File: config.mk
export PLATFORM = sky130hd
export DESIGN_NAME = adcg_top
export DESIGN_NICKNAME = d
export VERILOG_FILES = /design/src/verilog/adcg_pkg.sv /design/src/verilog/adcg_gain.sv /design/src/verilog/adcg_top.sv
export SDC_FILE = /design/constraint.sdc
export NUM_CORES = 1
export LEC_CHECK = 0
export BUFFER_PORTS_ARGS = -buffer_cell sky130_fd_sc_hd__buf_2
export CAP_MARGIN = 20
export CORE_ASPECT_RATIO = 1.4
export CORE_MARGIN = 8
export CORE_UTILIZATION = 41
export CTS_CLUSTER_DIAMETER = 200
export CTS_CLUSTER_SIZE = 30
export DETAILED_ROUTE_END_ITERATION = 10
export GPL_ROUTABILITY_DRIVEN = 0
export MAX_ROUTING_LAYER = met4
export PLACE_DENSITY = 0.66
export SYNTH_ARGS = -nofsm -noshare
export SYNTH_HDL_FRONTEND = slang
export SYNTH_HIERARCHICAL = 1
export SYNTH_SLANG_ARGS = --single-unit
File: constraint.sdc
create_clock -name clk -period 2.4 [get_ports clk]
set_input_delay 0.48 -clock clk [delete_from_list [all_inputs] [get_ports clk]]
set_output_delay 0.48 -clock clk [all_outputs]
set_load 0.02 [all_outputs]
File: src/verilog/adcg_pkg.sv
// shared constants and types for the converter control and gain block
package adcg_pkg;

   // ------------------------------------------------------------------
   // register byte addresses on the apb bus
   // ------------------------------------------------------------------
   localparam logic [7:0] OFS_ADC_CONTROL = 8'hE8;
   localparam logic [7:0] OFS_GAIN_HIGH   = 8'hF0;
   localparam logic [7:0] OFS_GAIN_LOW    = 8'hF4;
   localparam logic [7:0] OFS_GAIN_FINE   = 8'hF8;
   localparam logic [7:0] OFS_RESULT      = 8'hD8;
   localparam logic [7:0] OFS_IRQ_STATUS  = 8'hD0;
   localparam logic [7:0] OFS_IRQ_MASK    = 8'hD4;

   // ------------------------------------------------------------------
   // control register field positions, plus the fine add bit of the gain fine register
   // ------------------------------------------------------------------
   localparam int BIT_ENABLE  = 7;
   localparam int BIT_BURST   = 6;
   localparam int BIT_DONE    = 5;
   localparam int BIT_BUSY    = 4;
   localparam int BIT_WINDOW  = 3;
   localparam int BIT_LJUST   = 2;
   localparam int TRIG_MSB    = 1;
   localparam int TRIG_LSB    = 0;
   localparam int BIT_FINE    = 0;

   // interrupt status and mask layout
   localparam int IRQ_DONE    = 0;
   localparam int IRQ_WINDOW  = 1;

   // ------------------------------------------------------------------
   // values after reset
   // ------------------------------------------------------------------
   localparam logic [7:0] RST_ADC_CONTROL = 8'h00;
   localparam logic [7:0] RST_GAIN_HIGH   = 8'hFC;
   localparam logic [3:0] RST_GAIN_LOW    = 4'h0;
   localparam logic       RST_GAIN_FINE   = 1'b1;
   localparam logic [1:0] RST_IRQ         = 2'h0;
   localparam logic [12:0] RST_GAIN_EFF   = 13'h1000;

   // ------------------------------------------------------------------
   // start-of-conversion sources
   // ------------------------------------------------------------------
   localparam logic [1:0] TRIG_SOFTWARE = 2'h0;
   localparam logic [1:0] TRIG_TIMER1   = 2'h1;
   localparam logic [1:0] TRIG_EXTERNAL = 2'h2;
   localparam logic [1:0] TRIG_TIMER2   = 2'h3;

   // ------------------------------------------------------------------
   // timing and gain arithmetic
   // ------------------------------------------------------------------
   localparam int         CLK_PERIOD_NS = 10;
   localparam int         CONV_TIME_NS  = 160;
   localparam int         CONV_CYCLES_I = (CONV_TIME_NS + CLK_PERIOD_NS - 1) / CLK_PERIOD_NS;
   localparam logic [7:0] CONV_CYCLES   = 8'(CONV_CYCLES_I);
   localparam logic [12:0] GAIN_FINE_STEP = 13'h0040;

   typedef enum logic {st_idle, st_convert} adcg_state_e;

endpackage

File: src/verilog/adcg_gain.sv
// gain word assembly and effective gain in units of 1/4096
`timescale 1ns/100ps
module adcg_gain
(
   input  wire logic        clk,
   input  wire logic        rstn,
   input  wire logic [7:0]  gain_high,
   input  wire logic [3:0]  gain_low_top,
   input  wire logic        gain_fine_add_bit,
   output logic      [11:0] gain_word,
   output logic      [12:0] gain_effective
);

   // ------------------------------------------------------------------
   // registered gain outputs
   // ------------------------------------------------------------------
   logic [11:0] next_gain_word;
   logic [12:0] next_gain_effective;
   // high byte first, then upper nibble of the low byte
   assign next_gain_word = {gain_high, gain_low_top};

   // fine add is one sixty-fourth, i.e. 64 of 4096; top 4095+64 gives 1.015
   assign next_gain_effective = {1'b0, next_gain_word}
                              + (gain_fine_add_bit ? adcg_pkg::GAIN_FINE_STEP
                                                   : 13'h0000);

   // reset state matches default settings: 4032 + 64 = unity
   always_ff @(posedge clk or negedge rstn)
   begin
      if (!rstn)
      begin
         gain_word      <= {adcg_pkg::RST_GAIN_HIGH, adcg_pkg::RST_GAIN_LOW};
         gain_effective <= adcg_pkg::RST_GAIN_EFF;
      end
      else
      begin
         gain_word      <= next_gain_word;
         gain_effective <= next_gain_effective;
      end
   end

endmodule

File: src/verilog/adcg_top.sv
// converter control, start trigger selection, gain and apb registers
//
// What this block does
// - bit 6 turns burst operation on when set, off when cleared
// - done flag bit 5 sets when a conversion ends, stays until software clears
// - writing 1 to busy starts a conversion only with trigger field 00
// - trigger field 01: each timer 1 overflow starts a conversion
// - trigger field 10: rising edge on the external start pin starts one
// - trigger field 11: each timer 2 overflow starts a conversion
// - window flag bit 3 sets on a window match, only software clears it
// - bit 2 set gives left-justified result, clear gives right-justified
// - gain word is gain high byte followed by gain low bits 7:4
// - fine add bit 0 adds one sixty-fourth to the gain
// - gain is word over 4096 plus fine term; defaults give unity
// - reachable gain spans 0 up to 1.015
//
// Chosen here: the APB register port.
`timescale 1ns/100ps
module adcg_top
(
   input  wire logic        clk,
   input  wire logic        rstn,
   input  wire logic        psel,
   input  wire logic        penable,
   input  wire logic        pwrite,
   input  wire logic [7:0]  paddr,
   input  wire logic [31:0] pwdata,
   output logic      [31:0] prdata,
   output logic             pready,
   output logic             pslverr,
   input  wire logic        timer1_overflow,
   input  wire logic        timer2_overflow,
   input  wire logic        external_convert_start,
   input  wire logic        window_match_event,
   input  wire logic [11:0] conversion_sample,
   output logic             converter_power,
   output logic             burst_mode,
   output logic             conversion_start,
   output logic      [11:0] gain_word,
   output logic      [12:0] gain_effective,
   output logic             irq
);

   // ------------------------------------------------------------------
   // state
   // ------------------------------------------------------------------
   logic                   converter_enable_bit;
   logic                   burst_enable_bit;
   logic                   conversion_done_flag;
   logic                   window_match_flag;
   logic                   left_justify_select;
   logic [1:0]             start_trigger_select;
   logic [7:0]             gain_high_reg;
   logic [3:0]             gain_low_top;
   logic                   gain_fine_add_bit;
   logic [15:0]            result_reg;
   logic [1:0]             irq_status;
   logic [1:0]             irq_mask;
   adcg_pkg::adcg_state_e  state;
   logic [7:0]             conv_count;
   logic                   ext_sync_a;
   logic                   ext_sync_b;
   logic                   ext_prev;

   // ------------------------------------------------------------------
   // decode helpers
   // ------------------------------------------------------------------
   logic        bus_write;
   logic        bus_setup;
   logic        ctrl_write;
   logic        busy;
   logic        ext_rise;
   logic        trigger_hit;
   logic        start_req;
   logic        conv_end;
   logic [7:0]  ctrl_read;

   // true when the address names a register of this block
   function automatic logic addr_mapped(input logic [7:0] a);
      addr_mapped = (a == adcg_pkg::OFS_ADC_CONTROL) || (a == adcg_pkg::OFS_GAIN_HIGH)
                 || (a == adcg_pkg::OFS_GAIN_LOW)    || (a == adcg_pkg::OFS_GAIN_FINE)
                 || (a == adcg_pkg::OFS_RESULT)      || (a == adcg_pkg::OFS_IRQ_STATUS)
                 || (a == adcg_pkg::OFS_IRQ_MASK);
   endfunction

   // write strobe for one register at the completing edge
   function automatic logic reg_hit(input logic [7:0] a, input logic [7:0] ofs,
                                    input logic wr);
      reg_hit = wr && (a == ofs);
   endfunction

   // write only takes effect at the edge where the access completes
   assign bus_write  = psel && penable && pready && pwrite;
   assign bus_setup  = psel && !penable;
   assign ctrl_write = reg_hit(paddr, adcg_pkg::OFS_ADC_CONTROL, bus_write);
   assign busy       = (state == adcg_pkg::st_convert);

   // ------------------------------------------------------------------
   // external start pin synchroniser
   // ------------------------------------------------------------------
   // pin is asynchronous; edge detect only looks past the second flop
   always_ff @(posedge clk or negedge rstn)
   begin
      if (!rstn)
      begin
         ext_sync_a <= 1'b0;
         ext_sync_b <= 1'b0;
         ext_prev   <= 1'b0;
      end
      else
      begin
         ext_sync_a <= external_convert_start;
         ext_sync_b <= ext_sync_a;
         ext_prev   <= ext_sync_b;
      end
   end

   assign ext_rise = ext_sync_b && !ext_prev;

   // ------------------------------------------------------------------
   // start trigger selection
   // ------------------------------------------------------------------
   // software start uses the trigger field being written with it
   always_comb
   begin
      trigger_hit = 1'b0;
      unique case (start_trigger_select)
         adcg_pkg::TRIG_SOFTWARE: trigger_hit = 1'b0;
         adcg_pkg::TRIG_TIMER1:   trigger_hit = timer1_overflow;
         adcg_pkg::TRIG_EXTERNAL: trigger_hit = ext_rise;
         adcg_pkg::TRIG_TIMER2:   trigger_hit = timer2_overflow;
      endcase
      if (ctrl_write && pwdata[adcg_pkg::BIT_BUSY]
          && pwdata[adcg_pkg::TRIG_MSB:adcg_pkg::TRIG_LSB] == adcg_pkg::TRIG_SOFTWARE)
      begin
         trigger_hit = 1'b1;
      end
   end

   // triggers during a conversion or with the converter off are dropped
   assign start_req = trigger_hit && converter_enable_bit && !busy;
   assign conv_end  = busy && (conv_count == 8'h01);

   // ------------------------------------------------------------------
   // conversion sequencer
   // ------------------------------------------------------------------
   // disabling mid-conversion aborts it with no done flag
   always_ff @(posedge clk or negedge rstn)
   begin
      if (!rstn)
      begin
         state      <= adcg_pkg::st_idle;
         conv_count <= 8'h00;
      end
      else
      begin
         unique case (state)
            adcg_pkg::st_idle:
            begin
               if (start_req)
               begin
                  state      <= adcg_pkg::st_convert;
                  conv_count <= adcg_pkg::CONV_CYCLES;
               end
            end
            adcg_pkg::st_convert:
            begin
               if (!converter_enable_bit || conv_end)
               begin
                  state      <= adcg_pkg::st_idle;
                  conv_count <= 8'h00;
               end
               else
               begin
                  conv_count <= conv_count - 8'h01;
               end
            end
         endcase
      end
   end

   // one-cycle start pulse to the analog front end
   always_ff @(posedge clk or negedge rstn)
   begin
      if (!rstn)
      begin
         conversion_start <= 1'b0;
      end
      else
      begin
         conversion_start <= start_req;
      end
   end

   // result captured with the justification chosen at the end
   always_ff @(posedge clk or negedge rstn)
   begin
      if (!rstn)
      begin
         result_reg <= 16'h0000;
      end
      else if (conv_end)
      begin
         result_reg <= left_justify_select ? {conversion_sample, 4'h0}
                                           : {4'h0, conversion_sample};
      end
   end

   // ------------------------------------------------------------------
   // control register
   // ------------------------------------------------------------------
   // hardware set wins over a software clear in the same cycle
   always_ff @(posedge clk or negedge rstn)
   begin
      if (!rstn)
      begin
         converter_enable_bit <= adcg_pkg::RST_ADC_CONTROL[adcg_pkg::BIT_ENABLE];
         burst_enable_bit     <= adcg_pkg::RST_ADC_CONTROL[adcg_pkg::BIT_BURST];
         conversion_done_flag <= adcg_pkg::RST_ADC_CONTROL[adcg_pkg::BIT_DONE];
         window_match_flag    <= adcg_pkg::RST_ADC_CONTROL[adcg_pkg::BIT_WINDOW];
         left_justify_select  <= adcg_pkg::RST_ADC_CONTROL[adcg_pkg::BIT_LJUST];
         start_trigger_select <= adcg_pkg::RST_ADC_CONTROL[adcg_pkg::TRIG_MSB:adcg_pkg::TRIG_LSB];
      end
      else
      begin
         if (ctrl_write)
         begin
            converter_enable_bit <= pwdata[adcg_pkg::BIT_ENABLE];
            burst_enable_bit     <= pwdata[adcg_pkg::BIT_BURST];
            left_justify_select  <= pwdata[adcg_pkg::BIT_LJUST];
            start_trigger_select <= pwdata[adcg_pkg::TRIG_MSB:adcg_pkg::TRIG_LSB];
         end
         if (conv_end)
         begin
            conversion_done_flag <= 1'b1;
         end
         else if (ctrl_write)
         begin
            conversion_done_flag <= pwdata[adcg_pkg::BIT_DONE];
         end
         if (window_match_event)
         begin
            window_match_flag <= 1'b1;
         end
         else if (ctrl_write)
         begin
            window_match_flag <= pwdata[adcg_pkg::BIT_WINDOW];
         end
      end
   end

   // ------------------------------------------------------------------
   // gain registers
   // ------------------------------------------------------------------
   // low nibble of the gain low register is not stored and reads zero
   always_ff @(posedge clk or negedge rstn)
   begin
      if (!rstn)
      begin
         gain_high_reg     <= adcg_pkg::RST_GAIN_HIGH;
         gain_low_top      <= adcg_pkg::RST_GAIN_LOW;
         gain_fine_add_bit <= adcg_pkg::RST_GAIN_FINE;
      end
      else
      begin
         if (reg_hit(paddr, adcg_pkg::OFS_GAIN_HIGH, bus_write))
         begin
            gain_high_reg <= pwdata[7:0];
         end
         if (reg_hit(paddr, adcg_pkg::OFS_GAIN_LOW, bus_write))
         begin
            gain_low_top <= pwdata[7:4];
         end
         if (reg_hit(paddr, adcg_pkg::OFS_GAIN_FINE, bus_write))
         begin
            gain_fine_add_bit <= pwdata[adcg_pkg::BIT_FINE];
         end
      end
   end

   adcg_gain u_gain
   (
      .clk               (clk),
      .rstn              (rstn),
      .gain_high         (gain_high_reg),
      .gain_low_top      (gain_low_top),
      .gain_fine_add_bit (gain_fine_add_bit),
      .gain_word         (gain_word),
      .gain_effective    (gain_effective)
   );

   // ------------------------------------------------------------------
   // interrupt status and mask
   // ------------------------------------------------------------------
   // write one to clear; a new event in the clearing cycle keeps its bit
   always_ff @(posedge clk or negedge rstn)
   begin
      if (!rstn)
      begin
         irq_status <= adcg_pkg::RST_IRQ;
         irq_mask   <= adcg_pkg::RST_IRQ;
      end
      else
      begin
         if (reg_hit(paddr, adcg_pkg::OFS_IRQ_MASK, bus_write))
         begin
            irq_mask <= pwdata[1:0];
         end
         if (reg_hit(paddr, adcg_pkg::OFS_IRQ_STATUS, bus_write))
         begin
            irq_status <= (irq_status & ~pwdata[1:0]) | {window_match_event, conv_end};
         end
         else
         begin
            irq_status <= irq_status | {window_match_event, conv_end};
         end
      end
   end

   // ------------------------------------------------------------------
   // registered outputs to the analog side and the core
   // ------------------------------------------------------------------
   // burst keeps the converter powered only while it converts, saving power
   always_ff @(posedge clk or negedge rstn)
   begin
      if (!rstn)
      begin
         converter_power <= 1'b0;
         burst_mode      <= 1'b0;
         irq             <= 1'b0;
      end
      else
      begin
         converter_power <= converter_enable_bit && (!burst_enable_bit || busy);
         burst_mode      <= burst_enable_bit;
         irq             <= |(irq_status & irq_mask);
      end
   end

   // ------------------------------------------------------------------
   // apb slave: no wait states, read data captured in the setup cycle
   // ------------------------------------------------------------------
   assign ctrl_read = {converter_enable_bit, burst_enable_bit, conversion_done_flag,
                       busy, window_match_flag, left_justify_select,
                       start_trigger_select};

   // registered answer adds no wait state, since it is formed in the setup cycle, and keeps every output on a flop
   always_ff @(posedge clk or negedge rstn)
   begin
      if (!rstn)
      begin
         pready  <= 1'b0;
         pslverr <= 1'b0;
         prdata  <= 32'h0000_0000;
      end
      else if (bus_setup)
      begin
         pready  <= 1'b1;
         pslverr <= !addr_mapped(paddr);
         prdata  <= 32'h0000_0000;
         if (!pwrite)
         begin
            unique case (1'b1)
               (paddr == adcg_pkg::OFS_ADC_CONTROL): prdata <= {24'h00_0000, ctrl_read};
               (paddr == adcg_pkg::OFS_GAIN_HIGH):   prdata <= {24'h00_0000, gain_high_reg};
               (paddr == adcg_pkg::OFS_GAIN_LOW):    prdata <= {24'h00_0000, gain_low_top, 4'h0};
               (paddr == adcg_pkg::OFS_GAIN_FINE):   prdata <= {31'h0000_0000, gain_fine_add_bit};
               (paddr == adcg_pkg::OFS_RESULT):      prdata <= {16'h0000, result_reg};
               (paddr == adcg_pkg::OFS_IRQ_STATUS):  prdata <= {30'h0000_0000, irq_status};
               (paddr == adcg_pkg::OFS_IRQ_MASK):    prdata <= {30'h0000_0000, irq_mask};
               default:                              prdata <= 32'h0000_0000;
            endcase
         end
      end
      else
      begin
         pready  <= 1'b0;
         pslverr <= 1'b0;
      end
   end

endmodule
==> flow_metrics.tcl <==
set metrics [dict create \
    antenna_found_initial 0 \
    postRouteWirelength_um 9704 \
    postPlaceCellArea_mm2 0.004708 \
    synth_most_common_cell "dfrtp_1" \
    drv_slew 0 \
    drt_iter0_drc 142 \
    numCtsBuffers 9 \
    setup-tns-final_ns 0 \
    p_leak_nw 2.447 \
    slew_headroom_pct 55.37 \
    setup_violations 0 \
    cts_tree "done" \
    synth_top_area_share_pct 47.42 \
    async_reset_ff_share_pct 100.0 \
    grt_use_total_pct 15.19 \
    p_per_area_mw_per_mm2 819.8 \
    worstMarginPinSlew_ns 0.6694 \
    dpl_worst_slack_ns 0.1083 \
    areaGrowthSynthToFinish_pct 20.23 \
    status "finished clean" \
    drv_cap 0 \
    startpoint_type "input pin" \
    netlist_area_mm2 0.004169 \
    crit_type "in -> reg" \
    cts_sinks 93 \
    ys_warn_count 6 \
    cp.arrival_ns 2.14 \
    rows 43 \
    min_period_ns 1.936 \
    seq_area_frac_synth_pct 56.24 \
    ir_drop_mv 0.2839 \
    grt_max_degree 44 \
    synth_commonest_cells "dfrtp_1, nand2_1, o21ai_0" \
    worstPathRequired_ns 2.60 \
    synth-edff-count 0 \
    vias 3015 \
    drive_gt1_share_pct 34.51 \
    grt_pass1_wl_um 15570 \
    initial_core_util_pct 42.11 \
    die_h_um 135.3 \
    root_buffer "clkbuf_16" \
    synthDistinctLibCells 51 \
    hpwl_um 7410 \
    syn_avg_cell_area_um2 11.48 \
    ctsHoldBuffers 0 \
    io_pins 124 \
    synthTopCellsByArea "dfrtp_1, dfstp_2, mux2_2, buf_4, nand2_1" \
    cts.repair.resized 0 \
    route.detailed.vias_per_inst 5.110 \
    postSynthCellCount 363 \
    clkSlewWorstSetupHoldPaths_ns 0.06 \
    worst_slack_ns 0.4641 \
    hp-class "in -> async" \
    nNetsFinal 515 \
    synth.largest_area_cell "dfrtp_1" \
    drtAntennaViolNets 0 \
    rsz0062_at_grt "false" \
    cp_top_family "simple AND/OR/NAND/NOR gates" \
    dieWidth_um 101.2 \
    core_area_mm2 0.009899 \
    overflow 0 \
    end_kind "register" \
    insertion_delay_ns 0.34 \
    timing.fmax_ghz 0.5166 \
    critPathMaxStageDelay_ns 0.67 \
    synth_seq_cells 93 \
    path_buf_inv 1 \
    drc 0 \
    first_global_vias 3175 \
    finalCritPeriodShare_pct 80.66 \
    critPathSlowestCell "or4b_1" \
    dieArea_mm2 0.01370 \
    h-tree-depth 3 \
    cts_setup_buffers 0 \
    diodes 0 \
    worstPathMaxFanout 10 \
    clock_skew_ns 0.006558 \
    ctsLongestPathBuffers 2 \
    drt-pass1-iter-count 4 \
    hold_viol 0 \
    wl_per_cell_um 16.45 \
    fin_area_mm2 0.005012 \
    synth_top_flop_cell "dfrtp_1" \
    crit_path_cell_trace "buf_2, or4b_1, nor4_1, o21a_1, o21ai_0" \
    portBuffers 83 \
]
worst reg2reg max path: cells and delay by family, from the launching register on:
kind | cells | cell delay [ns]
mux | 1 | 0.33
buf+inv | 1 | 0.16
flops | 1 | 0.35
simple gates | 3 | 0.84
kinds of logic (layout without fill, tap and decap cells):
group	after synthesis	in the layout	synth area share, %
AOI/OAI and AO/OA	77	77	12.57
muxes	35	35	9.124
DFF	93	93	56.24
other	1	16	0.08995
and+or+nand+nor	104	104	13.69
xor gates and xnor gates	5	5	1.050
adders and majority gates	4	4	1.201
buffers and inverters	44	121	6.032
area by class of cell:
class | count | area (um2)
inverters | 8 | 30.03
flip-flops and latches | 93 | 2345
well taps | 135 | 168.9
clock inverters | 3 | 43.79
clock buffers | 13 | 260.3
fillers | 941 | 4887
repair buffers | 97 | 535.5
multi-input cells | 241 | 1629
power by group:
| group | internal (mW) | switching (mW) | leakage, nW |
|---|---|---|---|
| Sequential | 1.80 | 0.193 | 1.14 |
| Combinational | 0.310 | 0.395 | 1.16 |
| Clock | 0.864 | 0.547 | 0.150 |
stage by stage:
stage | power [mW] | hold WS (ns) | util, % | std cells
global placement | 2.693 | 0.3323 | 47.56 | 574
detailed placement | 2.731 | 0.3364 | 47.56 | 574
global route | 4.354 | 0.08874 | 50.63 | 590
finish | 4.109 | 0.06894 | 50.63 | 590
CTS | 4.155 | 0.06896 | 50.63 | 590
floorplan | 2.483 | 0.1844 | - | 378
final timing paths:
kind	slack, ns	from	endpoint	cells past startpoint
setup reg to reg	0.61	pready	gain_high_reg[1]	5
hold / removal	0.07	rstn	gain_high_reg[1]	1
max in group asynchronous	1.66	rstn	gain_fine_add_bit	2
setup / recovery	0.46	paddr[2]	conv_count[7]	5
min in group clk	0.25	external_convert_start	ext_sync_a	1
hold reg to reg	0.35	ext_sync_a	ext_sync_b	0
per-layer routing:
layer / up-vias / GRT usage, % / routed length, um
met5: - / - / 0
met4: 0 / 6.899 / 215
met3: 14 / 3.601 / 482
met2: 84 / 26.67 / 5320
met1: 1486 / 15.58 / 3685
li1: 1431 / - / -
cell usage in the layout, fill, tap and decap left out, types with 2 or more instances in the layout:
cell	instances
nor4_1	4
a31oi_1	2
buf_2	82
inv_1	8
nand4b_1	3
nand3_1	7
xnor2_1	4
nand2b_1	7
a22oi_1	7
nor4bb_1	2
mux2_2	24
nand3b_1	3
o21ai_0	28
conb_1	16
nand4_1	2
buf_4	14
nor2b_1	6
a2111oi_0	2
dfrtp_1	79
a21o_1	4
clkbuf_8	2
clkbuf_1	2
nor2_1	6
dfstp_2	14
mux2i_1	11
o22ai_1	2
a22o_1	17
o31ai_1	2
or3b_2	2
nor3_1	8
nand2_1	44
a21oi_1	5
clkbuf_16	9
ha_1	4
(Power assumes the default switching activity.)
